--- src/verilog/dtec_consts.svh ---
`ifndef DTEC_CONSTS_SVH
`define DTEC_CONSTS_SVH

// register offsets, unit b sits one step above unit a
`define DTEC_OFF_MODE    8'h00
`define DTEC_OFF_CSEL    8'h08
`define DTEC_OFF_CMP     8'h10
`define DTEC_OFF_CNT     8'h18
`define DTEC_OFF_STEP    8'h04

// mode control fields
`define DTEC_RUN_BIT     7
`define DTEC_PWM_BIT     6
`define DTEC_CHAIN_BIT   4
`define DTEC_FHI_BIT     3
`define DTEC_FLO_BIT     2
`define DTEC_POL_BIT     1
`define DTEC_OE_BIT      0
`define DTEC_WMASK_A     8'hC3
`define DTEC_WMASK_B     8'hD3

// reset values and counter maximum
`define DTEC_MODE_RST    8'h00
`define DTEC_CSEL_RST    3'h0
`define DTEC_CMP_RST     8'h00
`define DTEC_CNT_RST     8'h00
`define DTEC_CNT_MAX     8'hFF

// clock select codes
`define DTEC_CSEL_FALL   3'h0
`define DTEC_CSEL_RISE   3'h1
`define DTEC_CSEL_DIV4   3'h2
`define DTEC_CSEL_DIV8   3'h3
`define DTEC_CSEL_DIV16  3'h4
`define DTEC_CSEL_DIV32  3'h5
`define DTEC_CSEL_DIV128 3'h6
`define DTEC_CSEL_DIV512 3'h7

// prescaler width and terminal masks
`define DTEC_PRE_W       9
`define DTEC_MASK_DIV4   9'h003
`define DTEC_MASK_DIV8   9'h007
`define DTEC_MASK_DIV16  9'h00F
`define DTEC_MASK_DIV32  9'h01F
`define DTEC_MASK_DIV128 9'h07F
`define DTEC_MASK_DIV512 9'h1FF

`endif

--- src/verilog/dtec_pkg.sv ---
`default_nettype none

package dtec_pkg;
    typedef logic [7:0]  dtec_byte_t;
    typedef logic [7:0]  dtec_addr_t;
    typedef logic [31:0] dtec_word_t;
    typedef logic [2:0]  dtec_csel_t;
    typedef enum logic [2:0]
    {
        DTEC_PWM_WAIT  = 3'h1,
        DTEC_PWM_ACT   = 3'h2,
        DTEC_PWM_INACT = 3'h4
    } dtec_pwm_t;
endpackage : dtec_pkg

`default_nettype wire

--- src/verilog/dtec_tick_if.sv ---
`timescale 1ns/100ps
`default_nettype none

interface dtec_tick_if;
    dtec_pkg::dtec_csel_t csel;
    logic                 run;
    logic                 pause;
    logic                 event_in;
    logic                 tick;
    modport ctrl (output csel, run, pause, event_in, input tick);
    modport gen  (input csel, run, pause, event_in, output tick);
endinterface : dtec_tick_if

`default_nettype wire

--- src/verilog/dtec_top.sv ---
// Operation
// clear-and-start clears on match, raises irq
// interrupt period is compare plus one
// three-bit clock select picks count clock
// run bit starts and stops counting
// event mode counts selected external edges
// inversion toggles output on each match
// force bits drive output high or low
// pwm select bit chooses pwm mode
// compare sets active width, polarity selectable
// output enable gates the output pin
// pwm stays inactive until first overflow
// active from overflow until compare match
// stopping pwm forces inactive level
// chain bit joins units into 16 bits
// chained count clock from unit a
// software sets b run before a
// chained full match clears both, irq a
// unit b irq still fires when chained
// chained run controlled by unit a
// start may err by one count clock
// low compare runs to overflow first
// count read pauses the count clock
// run low clears counter, stops prescaler
// force bits read back as zero
//
// The Wishbone slave port and the placing of the registers are this design's own decisions.
`timescale 1ns/100ps
`default_nettype none
`include "dtec_consts.svh"

module dtec_top
(
    // clock and reset
    input  wire logic                 clock,
    input  wire logic                 rst_b,
    // wishbone slave
    input  wire logic                 wb_cyc_i,
    input  wire logic                 wb_stb_i,
    input  wire logic                 wb_we_i,
    input  wire dtec_pkg::dtec_addr_t wb_adr_i,
    input  wire dtec_pkg::dtec_word_t wb_dat_i,
    input  wire logic [3:0]           wb_sel_i,
    output var  dtec_pkg::dtec_word_t wb_dat_o,
    output var  logic                 wb_ack_o,
    // external event inputs
    input  wire logic                 unit_a_event_input,
    input  wire logic                 unit_b_event_input,
    // waveform outputs
    output var  logic                 unit_a_wave_output,
    output var  logic                 unit_b_wave_output,
    // match interrupt requests
    output var  logic                 unit_a_match_irq,
    output var  logic                 unit_b_match_irq
);
    import dtec_pkg::*;

    dtec_byte_t mode_r   [2];
    dtec_byte_t mode_nxt [2];
    dtec_csel_t csel_r   [2];
    dtec_csel_t csel_nxt [2];
    dtec_byte_t cmp_r    [2];
    dtec_byte_t cmp_nxt  [2];
    dtec_byte_t cnt_r    [2];
    dtec_byte_t cnt_nxt  [2];
    dtec_pwm_t  st_r     [2];
    dtec_pwm_t  st_nxt   [2];
    logic [1:0] lvl_r;
    logic [1:0] lvl_nxt;
    logic [1:0] wave_r;
    logic [1:0] wave_nxt;
    logic [1:0] irq_r;
    logic [1:0] irq_nxt;
    logic       ack_r;
    logic       ack_nxt;
    dtec_word_t dat_r;
    dtec_word_t dat_nxt;
    logic [1:0] run;
    logic [1:0] en;
    logic [1:0] pwm;
    logic [1:0] tk;
    logic [1:0] hit;
    logic [1:0] ovf;
    logic [1:0] mt;
    logic [1:0] wr_mode;
    logic [1:0] rd_cnt;
    logic       chain;
    logic       full;
    logic       req;
    logic       wr_en;

    dtec_tick_if tif_a ();
    dtec_tick_if tif_b ();

    // address of a unit's copy of a register
    function automatic dtec_addr_t uoff(input dtec_addr_t base,
                                       input int u);
        uoff = (u == 0) ? base : base + `DTEC_OFF_STEP;
    endfunction : uoff

    dtec_tick_gen u_tick_a
    (
        .clock (clock),
        .rst_b (rst_b),
        .tif   (tif_a.gen)
    );

    dtec_tick_gen u_tick_b
    (
        .clock (clock),
        .rst_b (rst_b),
        .tif   (tif_b.gen)
    );

    // bus request decode
    assign req   = wb_cyc_i & wb_stb_i;
    assign wr_en = req & wb_we_i & ack_r & wb_sel_i[0];
    assign wr_mode[0] = wr_en & (wb_adr_i == uoff(`DTEC_OFF_MODE, 0));
    assign wr_mode[1] = wr_en & (wb_adr_i == uoff(`DTEC_OFF_MODE, 1));
    assign rd_cnt[0] = req & ~wb_we_i & ~ack_r
                       & (wb_adr_i == uoff(`DTEC_OFF_CNT, 0));
    assign rd_cnt[1] = req & ~wb_we_i & ~ack_r
                       & (wb_adr_i == uoff(`DTEC_OFF_CNT, 1));

    // run and chain control
    assign chain  = mode_r[1][`DTEC_CHAIN_BIT];
    assign run[0] = mode_r[0][`DTEC_RUN_BIT];
    assign run[1] = mode_r[1][`DTEC_RUN_BIT];
    assign en[0]  = run[0];
    assign en[1]  = chain ? (run[0] & run[1]) : run[1];

    // count clock sources
    assign tif_a.csel     = csel_r[0];
    assign tif_a.run      = run[0];
    assign tif_a.pause    = rd_cnt[0] | (chain & rd_cnt[1]);
    assign tif_a.event_in = unit_a_event_input;
    assign tif_b.csel     = csel_r[1];
    assign tif_b.run      = run[1] & ~chain;
    assign tif_b.pause    = rd_cnt[1];
    assign tif_b.event_in = unit_b_event_input;

    // match, overflow and tick decode
    always_comb
    begin
        for (int u = 0; u < 2; u++)
        begin
            hit[u] = cnt_r[u] == cmp_r[u];
            ovf[u] = cnt_r[u] == `DTEC_CNT_MAX;
            pwm[u] = mode_r[u][`DTEC_PWM_BIT] & ~chain;
        end
        tk[0] = tif_a.tick & en[0];
        tk[1] = en[1] & (chain ? (tif_a.tick & ovf[0]) : tif_b.tick);
        full  = chain & en[0] & en[1] & tif_a.tick
                & hit[0] & hit[1];
        mt[0] = chain ? full : (tk[0] & hit[0] & ~pwm[0]);
        mt[1] = chain ? 1'b0 : (tk[1] & hit[1] & ~pwm[1]);
    end

    // counters
    always_comb
    begin
        for (int u = 0; u < 2; u++)
        begin
            if (!en[u])
            begin
                cnt_nxt[u] = `DTEC_CNT_RST;
            end
            else if (full)
            begin
                cnt_nxt[u] = `DTEC_CNT_RST;
            end
            else if (!tk[u])
            begin
                cnt_nxt[u] = cnt_r[u];
            end
            else if (mt[u])
            begin
                cnt_nxt[u] = `DTEC_CNT_RST;
            end
            else
            begin
                cnt_nxt[u] = cnt_r[u] + 8'h01;
            end
        end
    end

    always_ff @(posedge clock or negedge rst_b)
    begin
        if (!rst_b)
        begin
            cnt_r[0] <= `DTEC_CNT_RST;
            cnt_r[1] <= `DTEC_CNT_RST;
        end
        else
        begin
            cnt_r[0] <= cnt_nxt[0];
            cnt_r[1] <= cnt_nxt[1];
        end
    end

    // pwm phase
    always_comb
    begin
        for (int u = 0; u < 2; u++)
        begin
            if (!en[u] || !pwm[u])
            begin
                st_nxt[u] = DTEC_PWM_WAIT;
            end
            else
            begin
                case (st_r[u])
                    DTEC_PWM_WAIT:
                    begin
                        st_nxt[u] = (tk[u] && ovf[u]) ? DTEC_PWM_ACT
                                                      : DTEC_PWM_WAIT;
                    end
                    DTEC_PWM_ACT, DTEC_PWM_INACT:
                    begin
                        if (tk[u] && ovf[u])
                        begin
                            st_nxt[u] = DTEC_PWM_ACT;
                        end
                        else if (tk[u] && hit[u])
                        begin
                            st_nxt[u] = DTEC_PWM_INACT;
                        end
                        else
                        begin
                            st_nxt[u] = st_r[u];
                        end
                    end
                    default:
                    begin
                        st_nxt[u] = DTEC_PWM_WAIT;
                    end
                endcase
            end
        end
    end

    always_ff @(posedge clock or negedge rst_b)
    begin
        if (!rst_b)
        begin
            st_r[0] <= DTEC_PWM_WAIT;
            st_r[1] <= DTEC_PWM_WAIT;
        end
        else
        begin
            st_r[0] <= st_nxt[0];
            st_r[1] <= st_nxt[1];
        end
    end

    // output level, pin and interrupt requests
    always_comb
    begin
        for (int u = 0; u < 2; u++)
        begin
            if (wr_mode[u] && wb_dat_i[`DTEC_FHI_BIT]
                && !wb_dat_i[`DTEC_FLO_BIT])
            begin
                lvl_nxt[u] = 1'b1;
            end
            else if (wr_mode[u] && !wb_dat_i[`DTEC_FHI_BIT]
                     && wb_dat_i[`DTEC_FLO_BIT])
            begin
                lvl_nxt[u] = 1'b0;
            end
            else if (mt[u] && mode_r[u][`DTEC_POL_BIT])
            begin
                lvl_nxt[u] = ~lvl_r[u];
            end
            else
            begin
                lvl_nxt[u] = lvl_r[u];
            end
            if (!mode_r[u][`DTEC_OE_BIT])
            begin
                wave_nxt[u] = 1'b0;
            end
            else if (pwm[u])
            begin
                wave_nxt[u] = (st_nxt[u] == DTEC_PWM_ACT)
                              ^ mode_r[u][`DTEC_POL_BIT];
            end
            else
            begin
                wave_nxt[u] = lvl_nxt[u];
            end
        end
        irq_nxt[0] = mt[0];
        irq_nxt[1] = chain ? (full | (tk[1] & hit[1])) : mt[1];
    end

    always_ff @(posedge clock or negedge rst_b)
    begin
        if (!rst_b)
        begin
            lvl_r  <= 2'h0;
            wave_r <= 2'h0;
            irq_r  <= 2'h0;
        end
        else
        begin
            lvl_r  <= lvl_nxt;
            wave_r <= wave_nxt;
            irq_r  <= irq_nxt;
        end
    end

    // register writes
    always_comb
    begin
        for (int u = 0; u < 2; u++)
        begin
            mode_nxt[u] = mode_r[u];
            csel_nxt[u] = csel_r[u];
            cmp_nxt[u]  = cmp_r[u];
            if (wr_mode[u])
            begin
                mode_nxt[u] = wb_dat_i[7:0] & ((u == 0) ? `DTEC_WMASK_A
                                                        : `DTEC_WMASK_B);
            end
            if (wr_en && wb_adr_i == uoff(`DTEC_OFF_CSEL, u))
            begin
                csel_nxt[u] = wb_dat_i[2:0];
            end
            if (wr_en && wb_adr_i == uoff(`DTEC_OFF_CMP, u))
            begin
                cmp_nxt[u] = wb_dat_i[7:0];
            end
        end
    end

    always_ff @(posedge clock or negedge rst_b)
    begin
        if (!rst_b)
        begin
            mode_r[0] <= `DTEC_MODE_RST;
            mode_r[1] <= `DTEC_MODE_RST;
            csel_r[0] <= `DTEC_CSEL_RST;
            csel_r[1] <= `DTEC_CSEL_RST;
            cmp_r[0]  <= `DTEC_CMP_RST;
            cmp_r[1]  <= `DTEC_CMP_RST;
        end
        else
        begin
            mode_r[0] <= mode_nxt[0];
            mode_r[1] <= mode_nxt[1];
            csel_r[0] <= csel_nxt[0];
            csel_r[1] <= csel_nxt[1];
            cmp_r[0]  <= cmp_nxt[0];
            cmp_r[1]  <= cmp_nxt[1];
        end
    end

    // bus answer and read data
    always_comb
    begin
        ack_nxt = req & ~ack_r;
        dat_nxt = 32'h0000_0000;
        if (ack_nxt && !wb_we_i)
        begin
            for (int u = 0; u < 2; u++)
            begin
                if (wb_adr_i == uoff(`DTEC_OFF_MODE, u))
                begin
                    dat_nxt = {24'h00_0000, mode_r[u]};
                end
                if (wb_adr_i == uoff(`DTEC_OFF_CSEL, u))
                begin
                    dat_nxt = {29'h0000_0000, csel_r[u]};
                end
                if (wb_adr_i == uoff(`DTEC_OFF_CMP, u))
                begin
                    dat_nxt = {24'h00_0000, cmp_r[u]};
                end
                if (wb_adr_i == uoff(`DTEC_OFF_CNT, u))
                begin
                    dat_nxt = {24'h00_0000, cnt_r[u]};
                end
            end
        end
    end

    always_ff @(posedge clock or negedge rst_b)
    begin
        if (!rst_b)
        begin
            ack_r <= 1'b0;
            dat_r <= 32'h0000_0000;
        end
        else
        begin
            ack_r <= ack_nxt;
            dat_r <= dat_nxt;
        end
    end

    assign wb_ack_o           = ack_r;
    assign wb_dat_o           = dat_r;
    assign unit_a_wave_output = wave_r[0];
    assign unit_b_wave_output = wave_r[1];
    assign unit_a_match_irq   = irq_r[0];
    assign unit_b_match_irq   = irq_r[1];

endmodule : dtec_top

`default_nettype wire

--- src/verilog/dtec_tick_gen.sv ---
`timescale 1ns/100ps
`default_nettype none
`include "dtec_consts.svh"

module dtec_tick_gen
(
    // clock and reset
    input  wire logic   clock,
    input  wire logic   rst_b,
    // count clock control
    dtec_tick_if.gen    tif
);
    import dtec_pkg::*;

    logic [`DTEC_PRE_W-1:0] pre_r;
    logic [`DTEC_PRE_W-1:0] pre_nxt;
    logic                   prev_r;
    logic                   prev_nxt;
    logic                   pend_r;
    logic                   pend_nxt;
    logic                   tick_r;
    logic                   tick_nxt;
    logic                   raw;

    function automatic logic [`DTEC_PRE_W-1:0] div_mask(input dtec_csel_t s);
        case (s)
            `DTEC_CSEL_DIV4:   div_mask = `DTEC_MASK_DIV4;
            `DTEC_CSEL_DIV8:   div_mask = `DTEC_MASK_DIV8;
            `DTEC_CSEL_DIV16:  div_mask = `DTEC_MASK_DIV16;
            `DTEC_CSEL_DIV32:  div_mask = `DTEC_MASK_DIV32;
            `DTEC_CSEL_DIV128: div_mask = `DTEC_MASK_DIV128;
            `DTEC_CSEL_DIV512: div_mask = `DTEC_MASK_DIV512;
            default:           div_mask = `DTEC_MASK_DIV512;
        endcase
    endfunction : div_mask

    // prescaler, edge select and read pause
    always_comb
    begin
        pre_nxt  = tif.run ? pre_r + 9'h001 : 9'h000;
        prev_nxt = tif.event_in;
        case (tif.csel)
            `DTEC_CSEL_FALL: raw = prev_r & ~tif.event_in;
            `DTEC_CSEL_RISE: raw = ~prev_r & tif.event_in;
            default:
                raw = (pre_r & div_mask(tif.csel)) == div_mask(tif.csel);
        endcase
        if (!tif.run)
        begin
            pend_nxt = 1'b0;
            tick_nxt = 1'b0;
        end
        else if (tif.pause)
        begin
            pend_nxt = pend_r | raw;
            tick_nxt = 1'b0;
        end
        else
        begin
            pend_nxt = 1'b0;
            tick_nxt = pend_r | raw;
        end
    end

    always_ff @(posedge clock or negedge rst_b)
    begin
        if (!rst_b)
        begin
            pre_r  <= 9'h000;
            prev_r <= 1'b0;
            pend_r <= 1'b0;
            tick_r <= 1'b0;
        end
        else
        begin
            pre_r  <= pre_nxt;
            prev_r <= prev_nxt;
            pend_r <= pend_nxt;
            tick_r <= tick_nxt;
        end
    end

    assign tif.tick = tick_r;

endmodule : dtec_tick_gen

`default_nettype wire

--- config.mk ---
export PLATFORM = sky130hd
export DESIGN_NAME = dtec_top
export DESIGN_NICKNAME = d
export VERILOG_FILES = /design/src/verilog/dtec_pkg.sv /design/src/verilog/dtec_tick_if.sv /design/src/verilog/dtec_top.sv /design/src/verilog/dtec_tick_gen.sv
export VERILOG_INCLUDE_DIRS = /design/src /design/src/verilog
export SDC_FILE = /design/constraint.sdc
export NUM_CORES = 1
export LEC_CHECK = 0
export BUFFER_PORTS_ARGS = -buffer_cell sky130_fd_sc_hd__buf_2
export CAP_MARGIN = 20
export CORE_UTILIZATION = 25
export DETAILED_ROUTE_END_ITERATION = 12
export MAX_ROUTING_LAYER = met4
export SYNTH_ARGS = -nofsm -noshare
export SYNTH_HDL_FRONTEND = slang
export SYNTH_SLANG_ARGS = --single-unit
export TNS_END_PERCENT = 20
--- constraint.sdc ---
create_clock -name clock -period 2.95 [get_ports clock]
set_input_delay 0.1475 -clock clock [delete_from_list [all_inputs] [get_ports clock]]
set_output_delay 0.1475 -clock clock [all_outputs]
set_load 0.05 [all_outputs]
; Word level (Yosys, flattened, before mapping)
; Index checks and enable logic that the tools add are counted.
[totals]
reg_bits = 116
[op_classes]
addsub = 4
eq_ne = 35
muxes = 58
bitwise = 51
reduce_logical = 35
[ops]
columns = operator, count
row1 = 32-bit 2-to-1 mux, 8
row2 = 9-bit one-hot mux with 5 select lines, 2
row3 = 8-bit 2-to-1 mux, 9
row4 = 9-bit 2-to-1 mux, 4
row5 = 1-bit bitwise AND, 32
row6 = "8-bit by 5-bit == test with 1-bit output, second input constant", 4
row7 = "3-bit by 2-bit == test with 1-bit output, second input constant", 8
row8 = "3-bit == test, second input constant", 8
row9 = 1-bit 2-to-1 mux, 23
row10 = 1-bit logical AND, 19
row11 = "9-bit by 1-bit adder with 9-bit output, second input constant", 2
row12 = 9-bit bitwise AND, 2
row13 = 9-bit == test, 2
row14 = 3-bit 2-to-1 mux, 6
row15 = "8-bit by 1-bit adder with 8-bit output, second input constant", 2
row16 = "8-bit by 4-bit == test with 1-bit output, second input constant", 2
row17 = 8-bit == test, 2
row18 = "8-bit == test, second input constant", 2
row19 = "3-bit by 1-bit == test with 1-bit output, second input constant", 4
row20 = 3-bit one-hot mux with 2 select lines, 2
row21 = 1-bit inverter, 11
row22 = "8-bit by 3-bit == test with 1-bit output, second input constant", 1
row23 = 8-bit logical NOT, 1
row24 = 2-bit OR reduction, 4
row25 = other kinds (8), 23

; Logic depth before layout (Yosys ltp)
[logic_depth]
word_depth = 13
mapped_depth = 8
depth_no_buf = 7

; Hierarchy
; From an unflattened synthesis, not the netlist that was laid out.
[hier_totals]
hier_cells = 514
hier_area_um2 = 5119.9
[modules_own_cells]
columns = module, n_inst, cells_per_inst, area_each_um2, seq_area_each_um2
row1 = dtec_top, 1, 388, 3913.8, 1704.1
row2 = dtec_tick_gen, 2, 63, 603.1, 300.3

; Least setup slack after synthesis
; Ideal clock, no wire load.
[synth_path]
kind = flip-flop to flip-flop
start = register ack_r, in the netlist wb_ack_o
end = register wave_r[1]
setup_time_ps = 111
arrival_time_ps = 2095
t_required_ps = 2839
path_slack_ps = 743
path_stages_with_launch = 8
n_path_buf = 1
synth_period_minus_slack_ps = 2207
cell_sequence = dfrtp_1 > and3_1 > nand4_1 > or3_1 > buf_6 > o32ai_4 > a211oi_2 > a2111oi_2
[synth_via]
elab_chain_len = 9
[synth_rtl]
columns = element, line
row1 = "start, declared", dtec_top.sv:74  ; logic ack_r;
row2 = "start signal, assigned", dtec_top.sv:397  ; ack_r <= ack_nxt;
row3 = 1-bit bitwise AND (*) (2 in a row), dtec_top.sv:117  ; assign wr_en = req & wb_we_i & ack_r & wb_sel_i[0];
row4 = 1-bit bitwise AND (*), dtec_top.sv:119  ; assign wr_mode[1] = wr_en & (wb_adr_i == uoff(`DTEC_OFF_MODE, 1));
row5 = 1-bit logical AND (2 in a row), dtec_top.sv:266  ; else if (wr_mode[u] && !wb_dat_i[`DTEC_FHI_BIT]
row6 = 1-bit 2-to-1 mux, dtec_top.sv:266
row7 = 1-bit 2-to-1 mux (*), dtec_top.sv:261  ; if (wr_mode[u] && wb_dat_i[`DTEC_FHI_BIT]
row8 = 1-bit 2-to-1 mux (*), dtec_top.sv:283  ; else if (pwm[u])
row9 = 1-bit 2-to-1 mux (*), dtec_top.sv:279  ; if (!mode_r[u][`DTEC_OE_BIT])
row10 = via wave_nxt[1], dtec_top.sv:71  ; logic [1:0] wave_nxt;
row11 = "end signal, assigned", dtec_top.sv:308  ; wave_r <= wave_nxt;
row12 = "end, declared", dtec_top.sv:70  ; logic [1:0] wave_r;
; Mark *: on every way through the listed nets, which the timed path passes. The rest lies on a longest branch.
; A chain may end at the register's enable or synchronous reset.

; Worst setup path in the final report
[layout_path]
start = register cnt_r[8] (netlist name)
end = register wave_r[1]
[layout_via]
elab_chain_len = 13
[layout_rtl]
columns = element, line
row1 = "start, declared", dtec_top.sv:64  ; dtec_byte_t cnt_r [2];
row2 = 8-bit == test (no line) (*), --
row3 = 1-bit bitwise AND (*), dtec_top.sv:152  ; tk[1] = en[1] & (chain ? (tif_a.tick & ovf[0]) : tif_b.tick);
row4 = 1-bit 2-to-1 mux (*), dtec_top.sv:152
row5 = 1-bit bitwise AND (*), dtec_top.sv:152
row6 = 1-bit logical AND / 1-bit bitwise AND (equally long branches), "dtec_top.sv:224, dtec_top.sv:156"
row7 = 3-bit 2-to-1 mux / 1-bit bitwise AND (equally long branches), "dtec_top.sv:224, dtec_top.sv:156"
row8 = 3-bit 2-to-1 mux / 1-bit 2-to-1 mux (equally long branches), "dtec_top.sv:220, dtec_top.sv:156"
row9 = 3-bit one-hot mux with 2 select lines / 1-bit logical AND (equally long branches), "dtec_top.sv:212, dtec_top.sv:271"
row10 = 3-bit 2-to-1 mux / 1-bit 2-to-1 mux (equally long branches), "dtec_top.sv:206, dtec_top.sv:271"
row11 = 3-bit by 2-bit == test with 1-bit output / 1-bit 2-to-1 mux (equally long branches), "dtec_top.sv:285, dtec_top.sv:266"
row12 = 1-bit bitwise XOR / 1-bit 2-to-1 mux (equally long branches), "dtec_top.sv:285, dtec_top.sv:261"
row13 = 1-bit 2-to-1 mux (*), dtec_top.sv:283
row14 = 1-bit 2-to-1 mux (*), dtec_top.sv:279
row15 = via wave_nxt[1], dtec_top.sv:71
; Marks and branches as above.

==> results.py <==
metrics = {
    "status": {
        "run_status": "finished, final reports clean",
    },
    "drt": {
        "wire_per_inst_um": 14.7,
        "avgViaCountPerCell": 4.65,
        "drt-initial-drc-count": 266,
        "num_vias": 3899,
        "drc": 0,
        "postRouteAntennaNets": 0,
        "dr.pass1.iters": 4,
        "routed_wl_um": 12400,
    },
    "pwr": {
        "ir_worst_vdd_uv": 282,
        "clockPowerShare_pct": 37.9,
        "powerDensity_nw_per_um2": 509,
        "netSwitchingPower_mw": 0.914,
        "seqPwrFrac_pct": 48.2,
        "total_power_mw": 3.00,
        "switching_share_pct": 30.5,
        "static-leakage-power_nw": 2.57,
        "combPwrFrac_pct": 13.8,
        "p_int_mw": 2.08,
    },
    "clock_tree": {
        "holdBufCountCts": 3,
        "cts_root_buf": "clkbuf_16",
        "htree_num_levels": 3,
        "cts_buffers": 9,
        "worstSkewPairLatency_ns": 0.36,
        "clk_pin_slew_ns": 0.07,
        "clk_path_buf_depth": 2,
        "clkSinkCount": 92,
        "post_cts_buffers": 0,
        "cts_resized": 0,
        "cts_tree": "built",
    },
    "min_path": {
        "hold_end": "wb_ack_o",
        "hp-start": "wb_stb_i",
        "hold_path_class": "input port to register",
        "whs_path_depth": 3,
    },
    "die": {
        "rows": 52,
        "core_area_um2": 20200,
        "ios": 88,
        "die_y_um": 146,
        "die_area_um2": 21200,
        "start_util_pct": 25.5,
        "die_width_um": 146,
    },
    "timing": {
        "post-route-period-util_pct": 84.4,
        "tns_ns": 0,
        "skew_ns": 0.0141,
        "slew_headroom_pct": 50.2,
        "final-hold-violation-count": 0,
        "rsz0062_at_grt": "no",
        "slew_viol_final": 0,
        "max_freq_mhz": 402,
        "tightest_slew_ns": 0.747,
        "fin_crit_ns": 2.49,
        "setup_viol": 0,
    },
    "setup_path": {
        "startpoint_type": "register",
        "cp.required_ns": 3.18,
        "path_max_fanout": 6,
        "r2r_slack_ns": 0.46,
        "rr_worst_depth": 7,
        "worstPathArrival_ns": 2.72,
        "r2r_end": "wave_r[1]",
        "critPathKind": "register to register",
        "end_kind": "register",
        "r2r_start": "cnt_r[8]",
    },
    "global_routing": {
        "antenna_found_initial": 0,
        "grt.total_usage_pct": 12.6,
        "grt_pass1_vias": 3667,
        "grt_max_degree": 56,
        "grt_pass1_wl_um": 20100,
        "overflow": 0,
    },
    "synthesis": {
        "yosysTopAreaCell": "dfrtp_1",
        "netlist_area_um2": 5160,
        "async_flop_share_pct": 100,
        "yosysMostFrequentCell": "dfrtp_1",
        "ys_top_cells_by_count": "dfrtp_1, nor2_1, nand2_1",
        "synth-edff-count": 0,
        "synth_flop_cell": "dfrtp_1",
        "yosysSeqAreaShare_pct": 44.6,
        "yosys_register_bits": 92,
        "synthCells": 523,
        "yosysTopAreaCellShare_pct": 43.6,
        "synth_area_per_cell_um2": 9.87,
        "ys_types": 70,
        "yosys_warnings": 0,
        "synthTopCellsByArea": "dfrtp_1, mux2_2, buf_4, nor2_1, xor2_1",
    },
    "placed_design": {
        "dp_hpwl_um": 9200,
        "placedCellCount": 820,
        "gp_congestion": 0.827,
        "port_buffers": 36,
    },
    "cells_and_area": {
        "fin_nets": 619,
        "fillers": 2160,
        "multi_input_area_um2": 2610,
        "antenna-diode-count": 0,
        "areaGrowthSynthToFinish_pct": 14.1,
        "regArea_um2": 2300,
        "drive_gt1_share_pct": 19.2,
        "fin_cells": 839,
    },
    "job": {
        "drv_cap": 0,
    },
}
==> worst max-delay path, cell delays in order (launching register included) <==
cell and delay [ns]:
dfrtp_1 0.46, ha_1 0.28, nand4_1 0.17, o32a_1 0.48
nand2b_4 0.19, o311ai_2 0.33, nor2_1 0.10, a2111oi_2 0.36
==> placed cells by master (no fill, tap or decap), types with 3 or more instances in the layout <==
| cell type | count |
|---|---|
| nand2_1 | 42 |
| a31oi_1 | 12 |
| inv_1 | 14 |
| o22ai_1 | 5 |
| ha_1 | 4 |
| conb_1 | 24 |
| mux2i_1 | 9 |
| o21ai_0 | 21 |
| a21oi_1 | 17 |
| nand2b_1 | 6 |
| and2_1 | 5 |
| a22o_1 | 5 |
| xor2_1 | 19 |
| nor2b_1 | 7 |
| a211oi_1 | 4 |
| nor3_1 | 14 |
| buf_2 | 35 |
| nand3_1 | 30 |
| a22oi_1 | 5 |
| dfrtp_1 | 90 |
| and3_1 | 11 |
| mux2_2 | 30 |
| a221oi_1 | 3 |
| or3_1 | 5 |
| nand4_1 | 7 |
| buf_4 | 11 |
| clkbuf_16 | 9 |
| nor2_1 | 49 |
| xnor2_1 | 16 |
| dlygate4sd3_1 | 3 |
==> power groups by stage <==
stage | logic [mW] | registers [mW] | clock network [mW]
final | 0.415 | 1.45 | 1.14
after CTS | 0.418 | 1.44 | 1.17
after global routing | 0.460 | 1.46 | 1.21
after floorplan | 0.362 | 1.43 | 0
after global placement | 0.409 | 1.46 | 0
after detailed placement | 0.411 | 1.47 | 0
==> area by class of cell <==
class,instances,share of cell area [%]
Inverter,14,0.892
Multi-Input combinational cell,398,44.4
Clock inverter,7,1.19
Timing Repair Buffer,49,4.89
Clock buffer,9,3.82
Sequential cell,92,39.1
Tap cell,270,5.73
==> cells by family (layout without fill, tap and decap cells) <==
group | count (synthesis) | in the layout | share of synthesized area (%)
simple gates | 191 | 191 | 18.8
compound gates | 105 | 105 | 14.8
flops | 92 | 92 | 44.6
buf+inv | 56 | 79 | 6.42
mux | 39 | 39 | 8.29
xor+xnor | 35 | 35 | 5.94
fa+ha+maj | 4 | 4 | 0.970
other cells | 1 | 24 | 0.0726
==> state kept, by name (all words and copies together), names as in the netlist, 2 cells and up <==
signal	count
st_r	6
tif_b.csel	3
cnt_r	16
u_tick_a.pre_r	9
irq_r	2
cmp_r	16
wb_dat_o	8
mode_r	7
wave_r	2
tif_a.csel	3
u_tick_b.pre_r	9
lvl_r	2
==> per-layer routing <==
layer / GRT usage (%) / wire length (µm) / vias to the layer above
met2: 20.2 / 6140 / 65
met5: - / 0 / -
met3: 3.04 / 499 / 14
met4: 4.21 / 199 / 0
met1: 15.3 / 5520 / 1910
li1: - / - / 1910
==> worst max-delay path by stage <==
stage,startpoint,end,depth (start not counted)
floorplan,wb_ack_o,wave_r[1],7
global placement,cnt_r[8],wave_r[1],7
detailed placement,cnt_r[8],wave_r[1],7
CTS,cnt_r[8],wave_r[1],7
global route,cnt_r[8],wave_r[1],7
finish,cnt_r[8],wave_r[1],7
==> stage by stage <==
| stage | setup slack (ns) | hold WS [ns] | utilization (%) | cell area [µm²] |
|---|---|---|---|---|
| 4_1_cts | 0.454 | 0.0494 | 29.1 | 5890 |
| 6_report | 0.460 | 0.0580 | 29.1 | 5890 |
| 3_3_place_gp | 0.495 | 0.257 | 27.5 | 5570 |
| 5_1_grt | 0.297 | 0.0634 | 29.1 | 5890 |
| 3_5_place_dp | 0.477 | 0.252 | 27.5 | 5570 |
| 2_1_floorplan | 0.743 | -0.148 | - | 5250 |
(Power assumes the default switching activity.)
